$ cat config.mk
export PLATFORM = sky130hd
export DESIGN_NAME = gpb_bank
export DESIGN_NICKNAME = d
export VERILOG_FILES = /design/src/shared/gpb_pkg.sv /design/src/hw/gpb_port.sv /design/src/hw/gpb_bank.sv
export SDC_FILE = /design/constraint.sdc
export NUM_CORES = 1
export LEC_CHECK = 0
export ABC_AREA = 1
export BUFFER_PORTS_ARGS = -buffer_cell sky130_fd_sc_hd__buf_2
export CAP_MARGIN = 10
export CELL_PAD_IN_SITES_DETAIL_PLACEMENT = 1
export CELL_PAD_IN_SITES_GLOBAL_PLACEMENT = 1
export CORE_UTILIZATION = 29
export CTS_CLUSTER_SIZE = 30
export DETAILED_ROUTE_END_ITERATION = 6
export PLACE_DENSITY_LB_ADDON = 0.1
export SYNTH_ARGS = -nofsm -noshare
export SYNTH_HDL_FRONTEND = slang
export SYNTH_SLANG_ARGS = --single-unit
$ cat constraint.sdc
create_clock -name mclk -period 2.6 [get_ports mclk]
set_input_delay 0.39 -clock mclk [delete_from_list [all_inputs] [get_ports mclk]]
set_output_delay 0.39 -clock mclk [all_outputs]
set_load 0.02 [all_outputs]
$ cat src/shared/gpb_pkg.sv
// package of constants and types for the gpio port bank
package gpb_pkg;

  // ****************************************
  // widths
  // ****************************************
  localparam int GPB_DATA_W = 8;
  localparam int GPB_ADDR_W = 4;
  localparam int GPB_PA_W = 6;
  localparam int GPB_PB_W = 8;
  localparam int GPB_ACFG_W = 5;
  localparam int GPB_CHG_W = 4;
  localparam int GPB_MISC_W = 3;

  // ****************************************
  // register offsets
  // ****************************************
  localparam logic [3:0] ADR_PIN_A = 4'h0;
  localparam logic [3:0] ADR_LAT_A = 4'h1;
  localparam logic [3:0] ADR_DIR_A = 4'h2;
  localparam logic [3:0] ADR_PIN_B = 4'h3;
  localparam logic [3:0] ADR_LAT_B = 4'h4;
  localparam logic [3:0] ADR_DIR_B = 4'h5;
  localparam logic [3:0] ADR_ACFG = 4'h6;
  localparam logic [3:0] ADR_ICTL = 4'h7;
  localparam logic [3:0] ADR_ICTL2 = 4'h8;
  localparam logic [3:0] ADR_MISC = 4'h9;

  // ****************************************
  // reset values
  // ****************************************
  localparam logic [7:0] RST_LAT = 8'h00;
  localparam logic [7:0] RST_DIR = 8'hff;
  localparam logic [4:0] RST_ACFG = 5'h1f;
  localparam logic [2:0] RST_MISC = 3'h2;
  localparam logic [7:0] PA_MASK = 8'h3f;

  // ****************************************
  // field positions
  // ****************************************
  localparam int FLAG_BIT = 0;
  localparam int PU_N_BIT = 7;
  localparam int MISC_COMPARATOR_REF_OUT = 0;
  localparam int MISC_ROUTE = 1;
  localparam int MISC_EXT = 2;
  localparam int PA_T0_PIN = 4;
  localparam int PA_COMPARATOR_REF_OUT_PIN = 2;
  localparam int PB_CH2_PIN = 3;
  localparam int PB_CHG_LO = 4;

  // ****************************************
  // carriers
  // ****************************************
  typedef struct packed {
    logic [7:0] en;
    logic [7:0] out;
    logic [7:0] oe;
  } gpb_periph_t;

  typedef struct packed {
    logic [7:0] lat_a;
    logic [7:0] dir_a;
    logic [7:0] lat_b;
    logic [7:0] dir_b;
    logic [4:0] acfg;
    logic flag;
    logic pu_n;
    logic [2:0] misc;
    logic [3:0] old_b;
    logic [7:0] rd_data;
  } gpb_state_t;

endpackage : gpb_pkg

$ cat src/hw/gpb_port.sv
// one port's pin drive and input path
`timescale 1ns/100ps
module gpb_port
  import gpb_pkg::*;
#(
  parameter int W = 8
) (
  input wire logic [W-1:0] dir, // direction bits, 1 = input
  input wire logic [W-1:0] lat, // output latch
  input wire logic [W-1:0] periph_en, // peripheral owns pin
  input wire logic [W-1:0] periph_out, // peripheral data
  input wire logic [W-1:0] periph_oe, // peripheral drive enable
  input wire logic [W-1:0] dig_off, // digital input disabled
  input wire logic [W-1:0] out_off, // digital output disabled
  input wire logic [W-1:0] pad_in, // pin levels
  output logic [W-1:0] pad_out, // pin drive value
  output logic [W-1:0] pad_oe, // pin drive enable
  output logic [W-1:0] pin_rd // level seen by software
);

  if (W < 1 || W > GPB_DATA_W) begin : g_chk
    $error("gpb_port width out of range");
  end

  // ****************************************
  // drive and sample
  // ****************************************
  always_comb begin
    pad_oe = (periph_en & periph_oe) | (~periph_en & ~dir & ~out_off); // see
    pad_out = (periph_en & periph_out) | (~periph_en & lat & ~out_off);
    pin_rd = pad_in & ~dig_off;
  end

endmodule : gpb_port

$ cat src/hw/gpb_bank.sv
// gpio port bank: ports a and b, port b with pull-ups and pin-change detect
//
// What this block does
// each port has direction, pin and latch registers
// direction 1 floats pin, 0 drives latch
// latch reads return latched values
// pin register reads return pin levels
// port b eight bits; port a bits 7:6 zero
// enabled peripheral takes the pin over
// analog input disables digital input, not output
// port a analog pins analog after reset
// a4 digital input, feeds timer zero clock
// comparator reference output disables a2 digital
// one active-low bit enables all pull-ups
// pull-up off while pin drives
// pull-ups off after reset
// change detect on b7..b4 inputs only
// mismatch against last-read copy sets flag
// port b access refreshes copy, except move
// flag keeps setting while mismatch lasts
// pin change flag can wake device
// software should not poll port b
// channel two routes to b3 or e7
// pin register write updates latch
`timescale 1ns/100ps
module gpb_bank
  import gpb_pkg::*;
#(
  parameter bit PINS_80 = 1'b1
) (
  input wire logic mclk, // core clock, 25 MHz
  input wire logic rst, // async reset, active high
  input wire logic [GPB_ADDR_W-1:0] addr, // register address
  input wire logic [GPB_DATA_W-1:0] wr_data, // write data
  input wire logic wr_en, // write strobe
  input wire logic wr_is_move, // write is a mem-to-mem move
  input wire logic rd_en, // read strobe
  output logic [GPB_DATA_W-1:0] rd_data, // read data, cycle after strobe
  input wire logic [GPB_PA_W-1:0] pad_a_in, // port a pin levels
  output logic [GPB_PA_W-1:0] pad_a_out, // port a drive value
  output logic [GPB_PA_W-1:0] pad_a_oe, // port a drive enable
  input wire logic [GPB_PB_W-1:0] pad_b_in, // port b pin levels
  output logic [GPB_PB_W-1:0] pad_b_out, // port b drive value
  output logic [GPB_PB_W-1:0] pad_b_oe, // port b drive enable
  output logic [GPB_PB_W-1:0] pu_b, // port b weak pull-up on
  input wire gpb_periph_t periph_a, // peripherals on port a
  input wire gpb_periph_t periph_b, // peripherals on port b
  input wire logic ch2_out, // compare/pwm channel two data
  input wire logic ch2_oe, // compare/pwm channel two drive
  output logic port_e_bit7_out, // channel two on e7, value
  output logic port_e_bit7_oe, // channel two on e7, enable
  output logic timer_zero_clock_in, // a4 level to timer zero
  output logic [GPB_ACFG_W-1:0] analog_en, // analog channels selected
  output logic comparator_ref_out, // reference output enabled
  output logic pin_change_flag, // pin change flag
  output logic wake // wake request from pin change
);

  // ****************************************
  // state
  // ****************************************
  gpb_state_t s;
  gpb_state_t next_s;

  logic [GPB_PA_W-1:0] an_a;
  logic [GPB_PA_W-1:0] cv_a;
  logic [GPB_PA_W-1:0] dig_off_a;
  logic [GPB_PA_W-1:0] pin_rd_a;
  logic [GPB_PB_W-1:0] pin_rd_b;
  logic [GPB_PB_W-1:0] ch2_b;
  logic [GPB_PB_W-1:0] en_b;
  logic [GPB_PB_W-1:0] out_b;
  logic [GPB_PB_W-1:0] oe_b;
  logic [GPB_CHG_W-1:0] cur_b;
  logic [GPB_CHG_W-1:0] mism;
  logic ch2_on_b;
  logic ch2_on_e;
  logic touch_b;

  function automatic logic hit(input logic en, input logic [3:0] a, input logic [3:0] r);
    hit = en && (a == r);
  endfunction : hit

  // ****************************************
  // pin mapping
  // ****************************************
  always_comb begin
    an_a = '0;
    an_a[3:0] = s.acfg[3:0];
    an_a[5] = s.acfg[4];
    cv_a = '0;
    cv_a[PA_COMPARATOR_REF_OUT_PIN] = s.misc[MISC_COMPARATOR_REF_OUT];
    dig_off_a = an_a | cv_a; // see
  end

  // route channel two by mapping bit and bus mode
  always_comb begin
    ch2_on_b = PINS_80 && s.misc[MISC_EXT] && !s.misc[MISC_ROUTE];
    ch2_on_e = PINS_80 && !s.misc[MISC_EXT] && !s.misc[MISC_ROUTE];
    ch2_b = '0;
    ch2_b[PB_CH2_PIN] = ch2_on_b;
    en_b = periph_b.en | ch2_b;
    out_b = (periph_b.out & ~ch2_b) | ({GPB_PB_W{ch2_out}} & ch2_b);
    oe_b = (periph_b.oe & ~ch2_b) | ({GPB_PB_W{ch2_oe}} & ch2_b);
  end

  gpb_port #(.W(GPB_PA_W)) u_port_a (
    .dir(s.dir_a[GPB_PA_W-1:0]),
    .lat(s.lat_a[GPB_PA_W-1:0]),
    .periph_en(periph_a.en[GPB_PA_W-1:0]),
    .periph_out(periph_a.out[GPB_PA_W-1:0]),
    .periph_oe(periph_a.oe[GPB_PA_W-1:0]),
    .dig_off(dig_off_a),
    .out_off(cv_a),
    .pad_in(pad_a_in),
    .pad_out(pad_a_out),
    .pad_oe(pad_a_oe),
    .pin_rd(pin_rd_a)
  );

  gpb_port #(.W(GPB_PB_W)) u_port_b (
    .dir(s.dir_b),
    .lat(s.lat_b),
    .periph_en(en_b),
    .periph_out(out_b),
    .periph_oe(oe_b),
    .dig_off('0),
    .out_off('0),
    .pad_in(pad_b_in),
    .pad_out(pad_b_out),
    .pad_oe(pad_b_oe),
    .pin_rd(pin_rd_b)
  );

  // ****************************************
  // side outputs
  // ****************************************
  always_comb begin
    pu_b = ~pad_b_oe & {GPB_PB_W{~s.pu_n}}; // see
    timer_zero_clock_in = pad_a_in[PA_T0_PIN];
    port_e_bit7_out = ch2_out;
    port_e_bit7_oe = ch2_on_e && ch2_oe;
    analog_en = s.acfg;
    comparator_ref_out = s.misc[MISC_COMPARATOR_REF_OUT];
    pin_change_flag = s.flag;
    wake = s.flag;
    rd_data = s.rd_data;
  end

  // ****************************************
  // change detect
  // ****************************************
  always_comb begin
    cur_b = pin_rd_b[GPB_PB_W-1:PB_CHG_LO];
    mism = (cur_b ^ s.old_b) & s.dir_b[GPB_PB_W-1:PB_CHG_LO]; // see
    touch_b = hit(rd_en, addr, ADR_PIN_B) ||
              (hit(wr_en, addr, ADR_PIN_B) && !wr_is_move);
  end

  // ****************************************
  // register file
  // ****************************************
  always_comb begin
    next_s = s;
    next_s.rd_data = '0;
    if (wr_en) begin
      case (addr)
        ADR_PIN_A, ADR_LAT_A: next_s.lat_a = wr_data & PA_MASK;
        ADR_DIR_A: next_s.dir_a = wr_data & PA_MASK;
        ADR_PIN_B, ADR_LAT_B: next_s.lat_b = wr_data;
        ADR_DIR_B: next_s.dir_b = wr_data;
        ADR_ACFG: next_s.acfg = wr_data[GPB_ACFG_W-1:0];
        ADR_ICTL: next_s.flag = wr_data[FLAG_BIT];
        ADR_ICTL2: next_s.pu_n = wr_data[PU_N_BIT];
        ADR_MISC: next_s.misc = wr_data[GPB_MISC_W-1:0];
        default: next_s.flag = s.flag;
      endcase
    end
    if (|mism) begin
      next_s.flag = 1'b1; // see
    end
    if (touch_b) begin
      next_s.old_b = cur_b;
    end
    if (rd_en) begin
      case (addr)
        ADR_PIN_A: next_s.rd_data = {2'h0, pin_rd_a}; // see
        ADR_LAT_A: next_s.rd_data = s.lat_a & PA_MASK;
        ADR_DIR_A: next_s.rd_data = s.dir_a & PA_MASK;
        ADR_PIN_B: next_s.rd_data = pin_rd_b;
        ADR_LAT_B: next_s.rd_data = s.lat_b;
        ADR_DIR_B: next_s.rd_data = s.dir_b;
        ADR_ACFG: next_s.rd_data = {3'h0, s.acfg};
        ADR_ICTL: next_s.rd_data = {7'h00, s.flag};
        ADR_ICTL2: next_s.rd_data = {s.pu_n, 7'h00};
        ADR_MISC: next_s.rd_data = {5'h00, s.misc};
        default: next_s.rd_data = '0;
      endcase
    end
  end

  always_ff @(posedge mclk or posedge rst) begin
    if (rst) begin
      s.lat_a <= RST_LAT;
      s.dir_a <= RST_DIR & PA_MASK;
      s.lat_b <= RST_LAT;
      s.dir_b <= RST_DIR;
      s.acfg <= RST_ACFG;
      s.flag <= 1'b0;
      s.pu_n <= 1'b1;
      s.misc <= RST_MISC;
      s.old_b <= '0;
      s.rd_data <= '0;
    end else begin
      s <= next_s;
    end
  end
endmodule : gpb_bank

Word level (Yosys, flattened, before mapping) --
Index checks and enable logic that the tools add are counted.
Operators by class: $add $sub $neg 0, $mul 0, divide/modulo/power cells 0, $lt $le $gt $ge 0, equality and inequality tests 9, shift-type cells 0, mux-type cells 7, bitwise operators 35, reductions and logical operators 24
Operators with widths (count):
- 8-bit one-hot mux with 10 select lines | 1
- 8-bit bitwise AND | 7
- 6-bit bitwise AND | 7
- 8-bit bitwise OR | 4
- 8-bit inverter | 3
- 6-bit inverter | 3
- 8-bit by 4-bit bitwise AND with 8-bit output | 2
- 4-bit by 3-bit == test with 1-bit output, second input constant | 4
- 2-bit AND reduction | 8
- 6-bit bitwise OR | 2
- 4-bit by 2-bit == test with 1-bit output, second input constant | 2
- 4-bit == test, second input constant | 2
- 8-bit two-way mux | 1
- 4-bit inverter with 8-bit output | 1
- 8-bit by 4-bit bitwise OR with 8-bit output | 1
- 1-bit logical AND | 6
- 3-bit inverter with 6-bit output | 1
- 6-bit by 3-bit bitwise OR with 6-bit output | 1
- 5-bit two-way mux | 1
- 4-bit bitwise AND | 1
- 4-bit by 1-bit == test with 1-bit output, second input constant | 1
- 4-bit zero test | 1
- 2-bit nonzero test | 2
- 2-bit OR reduction | 2
- other kinds (7) | 11
Word-level totals: register bits after elaboration 50, bits in latches 0, bits in writable memories 0, ROM bits 0, input port bits 81, memories 0

Depth between registers and ports, before layout --
Gate-level depths: netlist of the first run.
depth in word-level cells 9, mapped depth 8

Modules after synthesis --
Synthesis of the first run repeated with hierarchy kept, for this count alone.
Unflattened totals: cell total of the unflattened synthesis 483, area total of the unflattened synthesis 3236.9 µm²
By module, submodules not included:
- gpb_bank | instances 1, cells an instance 341, area each 2671.3 µm²
- gpb_port (u_port_b) | instances 1, cells an instance 81, area each 322.8 µm²
- gpb_port (u_port_a) | instances 1, cells an instance 61, area each 242.7 µm²

Least setup slack after synthesis of the first run --
No wires, ideal clock.
kind flip-flop to output port, from register s[13] (netlist name), to output pu_b[3], arrival 1.384 ns, setup slack 0.826 ns, cell stages (with the launch flop) 6, path through dfstp_2 > inv_1 > nand2_1 > nand2_1 > o221ai_1 > nor2_1
On the way: cells in the longest elaborated chain, start to end 9, elaborated cells on any way between the ends 13, classes of those cells bitwise: 11; reduce/logical: 2
RTL lines:
- from (decl) | line gpb_bank.sv:62 | gpb_state_t s;
- from (signal assigned) | line gpb_bank.sv:215 | s <= next_s;
- 1-bit zero test * | line gpb_bank.sv:98 | ch2_on_b = PINS_80 && s.misc[MISC_EXT] && !s.misc[MISC_ROUTE];
- 1-bit logical AND * | line gpb_bank.sv:98
- 4-bit inverter with 8-bit output | line gpb_bank.sv:104 | oe_b = (periph_b.oe & ~ch2_b) | ({GPB_PB_W{ch2_oe}} & ch2_b);
- 8-bit bitwise AND | line gpb_bank.sv:104
- 8-bit bitwise OR | line gpb_bank.sv:104
- 8-bit bitwise AND | line gpb_port.sv:29 | pad_oe = (periph_en & periph_oe) | (~periph_en & ~dir & ~out_off);
- 8-bit bitwise OR * | line gpb_port.sv:29
- via pad_b_oe[3] | line gpb_bank.sv:44 | output logic [GPB_PB_W-1:0] pad_b_oe,
- 8-bit inverter * | line gpb_bank.sv:139 | pu_b = ~pad_b_oe & {GPB_PB_W{~s.pu_n}};
- 8-bit bitwise AND * | line gpb_bank.sv:139
- to (decl) | line gpb_bank.sv:45 | output logic [GPB_PB_W-1:0] pu_b,
The timed path passes the listed nets; every way through them passes the cells marked *.

Final worst setup path of the first run --
from register s[13] (netlist name), to output pu_b[3]
On the way: cells in the longest elaborated chain, start to end 9, elaborated cells on any way between the ends 13, classes of those cells bitwise: 11; reduce/logical: 2
RTL lines (line):
- 1-bit zero test * | gpb_bank.sv:98
- 1-bit logical AND * | gpb_bank.sv:98
- 4-bit inverter with 8-bit output | gpb_bank.sv:104
- 8-bit bitwise AND | gpb_bank.sv:104
- 8-bit bitwise OR | gpb_bank.sv:104
- 8-bit bitwise AND | gpb_port.sv:29
- 8-bit bitwise OR * | gpb_port.sv:29
- 8-bit inverter * | gpb_bank.sv:139
- 8-bit bitwise AND * | gpb_bank.sv:139
Mark *: on every way between the ends. The rest lies on a longest branch, timed or not.

==> flow_metrics.py, run 1 <==
metrics = {
    "run_status": {
        "status": "finished with violations",
        "violations": "DRC",
    },
    "synthesis": {
        "synth_top_area_cell": "dfrtp_1",
        "yosysWarningCount": 0,
        "synthArstFlopShare_pct": 100,
        "synth_area_leaders": "dfrtp_1 (24%), dfstp_2 (18%), nand2_1 (14%), o21ai_0 (6.7%), buf_4 (4.7%)",
        "synth.ff_latch_count": 50,
        "ys.flop_type": "dfrtp_1",
        "syn_nets": 479,
        "yosysTopAreaCellShare_pct": 23.7,
        "syn_inst": 398,
        "synth_cell_type_count": 29,
        "synth_edf_count": 0,
        "avgSynthCellArea_um2": 7.70,
        "syn_area_mm2": 0.00306,
        "yosysSeqAreaShare_pct": 41.7,
    },
    "timing": {
        "setup_viol": 0,
        "relSlewSlack_pct": 60.1,
        "worst_slew_pin_slew_ns": 0.597,
        "fmax_mhz": 514,
        "rsz0062_at_grt": "false",
        "finClkSkew_ns": 0.00462,
        "setup_tns_ns": 0,
        "hold_viol": 0,
        "slew_violations": 0,
        "fin_crit_sh_pct": 74.9,
        "period_minus_slack_ns": 1.95,
    },
    "critical_path": {
        "path_buf_inv": 2,
        "slowest_stage": "dfstp_2",
        "cpPeakStageDelay_ns": 0.58,
        "r2r-end": "pin_change_flag",
        "arrival_ns": 1.56,
        "crit_chain": "inv_1, nand2_1, nand2_1, o221ai_1, nor2_1, buf_2",
        "timing.rr.start": "s[10]",
        "end_kind": "output pin",
        "start_kind": "flop",
        "reg2reg_depth": 5,
        "critPathTopFamily": "flip-flops",
        "crit_type": "reg2out",
        "worstPathRequired_ns": 2.21,
        "cp_common_cell": "nand2_1",
        "r2r_setup_slack_ns": 1.45,
        "path_max_fanout": 4,
    },
    "drt": {
        "routed_wirelength_um": 9810,
        "avgViaCountPerCell": 4.68,
        "via_count": 3041,
        "dr.pass1.iters": 6,
        "remaining_drc_errors": 2,
        "postRouteAntennaNets": 0,
        "drtIter0Drc": 77,
        "wl_per_cell_um": 15.1,
    },
    "pwr": {
        "ir_drop_uv": 219,
        "p_total_mw": 2.43,
        "power.leakage_nw": 2.01,
        "power.density_mw_per_mm2": 632,
    },
    "clocking": {
        "cts_made_buffers": 5,
        "cts_sinks": 50,
        "cts_tree": "done",
        "cts_resized": 0,
        "clk_latency_ns": 0.31,
        "cts_setup_buffers": 0,
        "ctsHoldBuffers": 0,
        "clk_pin_slew_worst_paths_ns": 0.10,
        "clockBufferDepth": 2,
        "cts_root_buffer": "clkbuf_8",
        "htreeDepth": 2,
    },
    "die": {
        "dieWidth_um": 105,
        "num_rows": 37,
        "die_h_um": 105,
        "coreArea_mm2": 0.0103,
        "die-area_mm2": 0.0110,
        "ioPinCount": 136,
        "start_util_pct": 29.8,
    },
    "finish": {
        "nets": 594,
        "area_growth_pct": 25.3,
        "diodes": 0,
        "multiInputGateArea_mm2": 0.00145,
        "mostFrequentLayoutCells": "buf_2 (129), nand2_1 (111), o21ai_0 (41)",
        "final_common_cell": "buf_2",
        "n_fill_cell": 1333,
        "drive_above_1_share_pct": 40.7,
        "regArea_mm2": 0.00128,
    },
    "placement": {
        "place_congestion": 0.781,
        "port-buffer-count": 129,
        "hpwl_um": 7940,
    },
    "grt": {
        "grt_usage_pct": 18.5,
        "grt_antenna_before_repair": 0,
        "grt_pass1_vias": 3000,
        "grt_first_pass_wirelength_um": 15800,
        "overflow": 0,
        "grt_max_degree": 28,
    },
    "worst_hold_path": {
        "hold_path.class": "in2async",
    },
    "run": {
        "maxCapViolations": 0,
    },
}
[synth_stat cells, types with 7 or more instances]
library cell / count
nand2_1: 111
o21ai_0: 41
inv_1: 37
nor2_1: 34
dfrtp_1: 29
nand3_1: 24
dfstp_2: 21
buf_4: 19
o21ai_1: 16
o21ai_2: 15
nand2_2: 7
[per-stage QoR]
step	cells	utilization, %	worst slack [ns]	instance area, µm²	hold WS (ns)
final	650	37.4	0.653	3840	0.129
after global routing	650	37.4	0.557	3840	0.154
after CTS	650	37.4	0.638	3840	0.146
after detailed placement	642	36.3	0.837	3730	0.470
after global placement	642	36.3	0.882	3730	0.466
after floorplan	398	-	0.826	3060	0.455
[per-layer routing]
metal	track usage (%)	up-vias	share of wire (%)
met5	0	-	0
met4	3.02	0	0.60
met3	2.87	4	4.5
met2	31.7	79	48
met1	24.9	1458	46
li1	-	1500	-
[power breakdown]
| group | internal, mW | switching (mW) | total (mW) |
|---|---|---|---|
| combinational | 0.276 | 0.464 | 0.740 |
| sequential | 0.973 | 0.145 | 1.12 |
| clock | 0.289 | 0.280 | 0.569 |
[registers in the layout, summed over array words and instances (netlist names)]
register / cells
s: 35
rd_data: 8
analog_en: 5
comparator_ref_out: 1
pin_change_flag: 1
[final cells by class]
cell class                 count  share of cell area, %
timing repair buffer         131                   17.5
clock inverter                 3                   1.14
clock buffer                   5                   1.79
multi-input combinational    283                   37.7
tap                          136                   4.43
sequential                    50                   33.3
inverter                      42                   4.11
[kinds of logic (layout without fill, tap and decap cells)]
group                  after synthesis  in the layout  share of synthesized area, %
flip-flops                          50             50                          41.7
multiplexers                         7              7                          2.65
AO/OA/AOI/OAI                       82             82                          15.9
AND/OR/NAND/NOR                    194            194                          28.7
buffers and inverters               65            181                          11.0
[how the worst max path moves through the flow]
stage               slack, ns          to  cells past startpoint    start
CTS                      0.64     pu_b[3]                      6    s[13]
detailed placement       0.84  rd_data[7]                      6  addr[1]
global placement         0.88       s[41]                      6  addr[1]
floorplan                0.83     pu_b[3]                      5    s[13]
finish                   0.65     pu_b[3]                      6    s[13]
global route             0.56     pu_b[3]                      6    s[13]
Power figures use the tool's default switching activity.
==> run 2: changes to the inputs <==
==> constraint.sdc (replaced) <==
create_clock -name mclk -period 2 [get_ports mclk]
set_input_delay 0.3 -clock mclk [delete_from_list [all_inputs] [get_ports mclk]]
set_output_delay 0.3 -clock mclk [all_outputs]
set_load 0.02 [all_outputs]
==> run 2 against run 1 <==
  * The flow now finishes without violations
  * Sequential cell count unchanged
  * First-iteration DRC count grew 13%
  * Core utilization increased by 0.12 points
  * Setup slack worse by 0.48 ns
  * Power rose by 25%
  * Sequential share of layout area fell by 0.11 points
  * Critical path type unchanged
==> flow_metrics.py, run 2 (synthesis gave the netlist of run 1 again) <==
metrics = {
    "grt": {
        "grt_antenna_before_repair": 0,
        "grt_first_pass_wirelength_um": 16400,
        "grt_max_degree": 27,
        "overflow": 0,
        "grt_pass1_vias": 3146,
        "grt_usage_pct": 19.1,
    },
    "clocking": {
        "cts_made_buffers": 5,
        "cts_tree": "done",
        "clk_latency_ns": 0.30,
        "cts_setup_buffers": 0,
        "ctsHoldBuffers": 0,
        "clk_pin_slew_worst_paths_ns": 0.09,
        "htreeDepth": 2,
        "clockBufferDepth": 2,
        "cts_root_buffer": "clkbuf_8",
        "cts_resized": 0,
        "cts_sinks": 50,
    },
    "pwr": {
        "comb_power_share_pct": 31.8,
        "p_total_mw": 3.04,
        "power.leakage_nw": 2.02,
        "p_sw_mw": 1.13,
        "internal_power_mw": 1.91,
        "power.density_mw_per_mm2": 789,
        "ir_drop_uv": 264,
        "power_frac_seq_pct": 47.9,
        "p_sw_share_pct": 37.3,
        "clockPowerShare_pct": 20.3,
    },
    "finish": {
        "regMostFlops": "s",
        "n_fill_cell": 1354,
        "largest_register_ffs": 35,
        "nets": 598,
        "final_common_cell": "buf_2",
        "mostFrequentLayoutCells": "buf_2 (129), nand2_1 (111), o21ai_0 (41)",
        "diodes": 0,
        "drive_above_1_share_pct": 41.1,
        "area_growth_pct": 25.7,
    },
    "critical_path": {
        "cpPeakStageDelay_ns": 0.57,
        "start_kind": "flop",
        "timing.rr.start": "analog_en[4]",
        "path_buf_inv": 2,
        "cp_common_cell": "nand2_1",
        "worstPathRequired_ns": 1.70,
        "crit_type": "reg2out",
        "path_max_fanout": 4,
        "r2r_setup_slack_ns": 0.82,
        "reg2reg_depth": 4,
        "critPathTopFamily": "flip-flops",
        "arrival_ns": 1.53,
        "crit_chain": "inv_1, nand2_1, nand2_1, o221ai_1, nor2_1, buf_2",
        "end_kind": "output pin",
        "slowest_stage": "dfstp_2",
        "r2r-end": "rd_data[4]",
    },
    "drt": {
        "remaining_drc_errors": 0,
        "avgViaCountPerCell": 4.73,
        "postRouteAntennaNets": 0,
        "via_count": 3096,
        "dr.pass1.iters": 4,
        "routed_wirelength_um": 10000,
        "wl_per_cell_um": 15.4,
        "drtIter0Drc": 87,
    },
    "timing": {
        "rsz0062_at_grt": "false",
        "slew_violations": 0,
        "hold_viol": 0,
        "relSlewSlack_pct": 60.6,
        "period_minus_slack_ns": 1.83,
        "setup_tns_ns": 0,
        "worst_slew_pin_slew_ns": 0.590,
        "finClkSkew_ns": 0.00438,
        "setup_viol": 0,
        "fmax_mhz": 548,
        "fin_crit_sh_pct": 91.3,
    },
    "die": {
        "dieWidth_um": 105,
        "num_rows": 37,
        "ioPinCount": 136,
        "coreArea_mm2": 0.0103,
        "start_util_pct": 29.8,
        "die-area_mm2": 0.0110,
        "die_h_um": 105,
    },
    "worst_hold_path": {
        "hold_path.class": "in2async",
    },
    "placement": {
        "port-buffer-count": 129,
        "hpwl_um": 8180,
        "place_congestion": 0.791,
    },
    "run_status": {
        "status": "finished, final reports clean",
    },
    "run": {
        "maxCapViolations": 0,
    },
}
==> run 2: per-layer routing <==
metal	GRT usage [%]	part of all wire [%]	wire length, µm
met1	25.2	45	4530
met2	32.2	48	4850
met3	2.99	4.5	454
met4	5.33	2.2	216
met5	0	0	0
==> run 2: cell type report <==
cell class,instances,area [µm²],share of cell area (%)
clock inverter,2,12.5,0.325
tap,136,170,4.42
timing repair buffer,135,703,18.3
inverter,42,158,4.09
sequential,50,1280,33.2
clock buffer,6,82.6,2.14
multi-input combinational,283,1450,37.6
==> run 2: worst max path at each step <==
stage	depth (start not counted)	startpoint	to
finish	6	s[13]	pu_b[3]
global route	6	s[13]	pu_b[3]
CTS	6	s[13]	pu_b[3]
detailed placement	7	addr[2]	s[36]
global placement	5	wr_en	s[10]
floorplan	5	s[13]	pu_b[3]
==> run 2: through the flow <==
step	cells	setup WS [ns]	util [%]	area, µm²	hold slack [ns]
final	654	0.175	37.5	3850	0.0567
after global routing	654	0.0706	37.5	3850	0.0946
after global placement	646	0.490	36.5	3760	0.401
after floorplan	398	0.316	-	3060	0.404
after CTS	654	0.146	37.5	3850	0.0753
after detailed placement	646	0.452	36.5	3760	0.403
==> run 2: power groups by stage <==
stage	Combinational [mW]	Clock, mW	Sequential (mW)
after global routing	1.08	0.675	1.49
after CTS	0.983	0.656	1.46
after global placement	0.948	0	1.48
after detailed placement	0.979	0	1.48
final	0.967	0.617	1.46
after floorplan	0.693	0	1.39
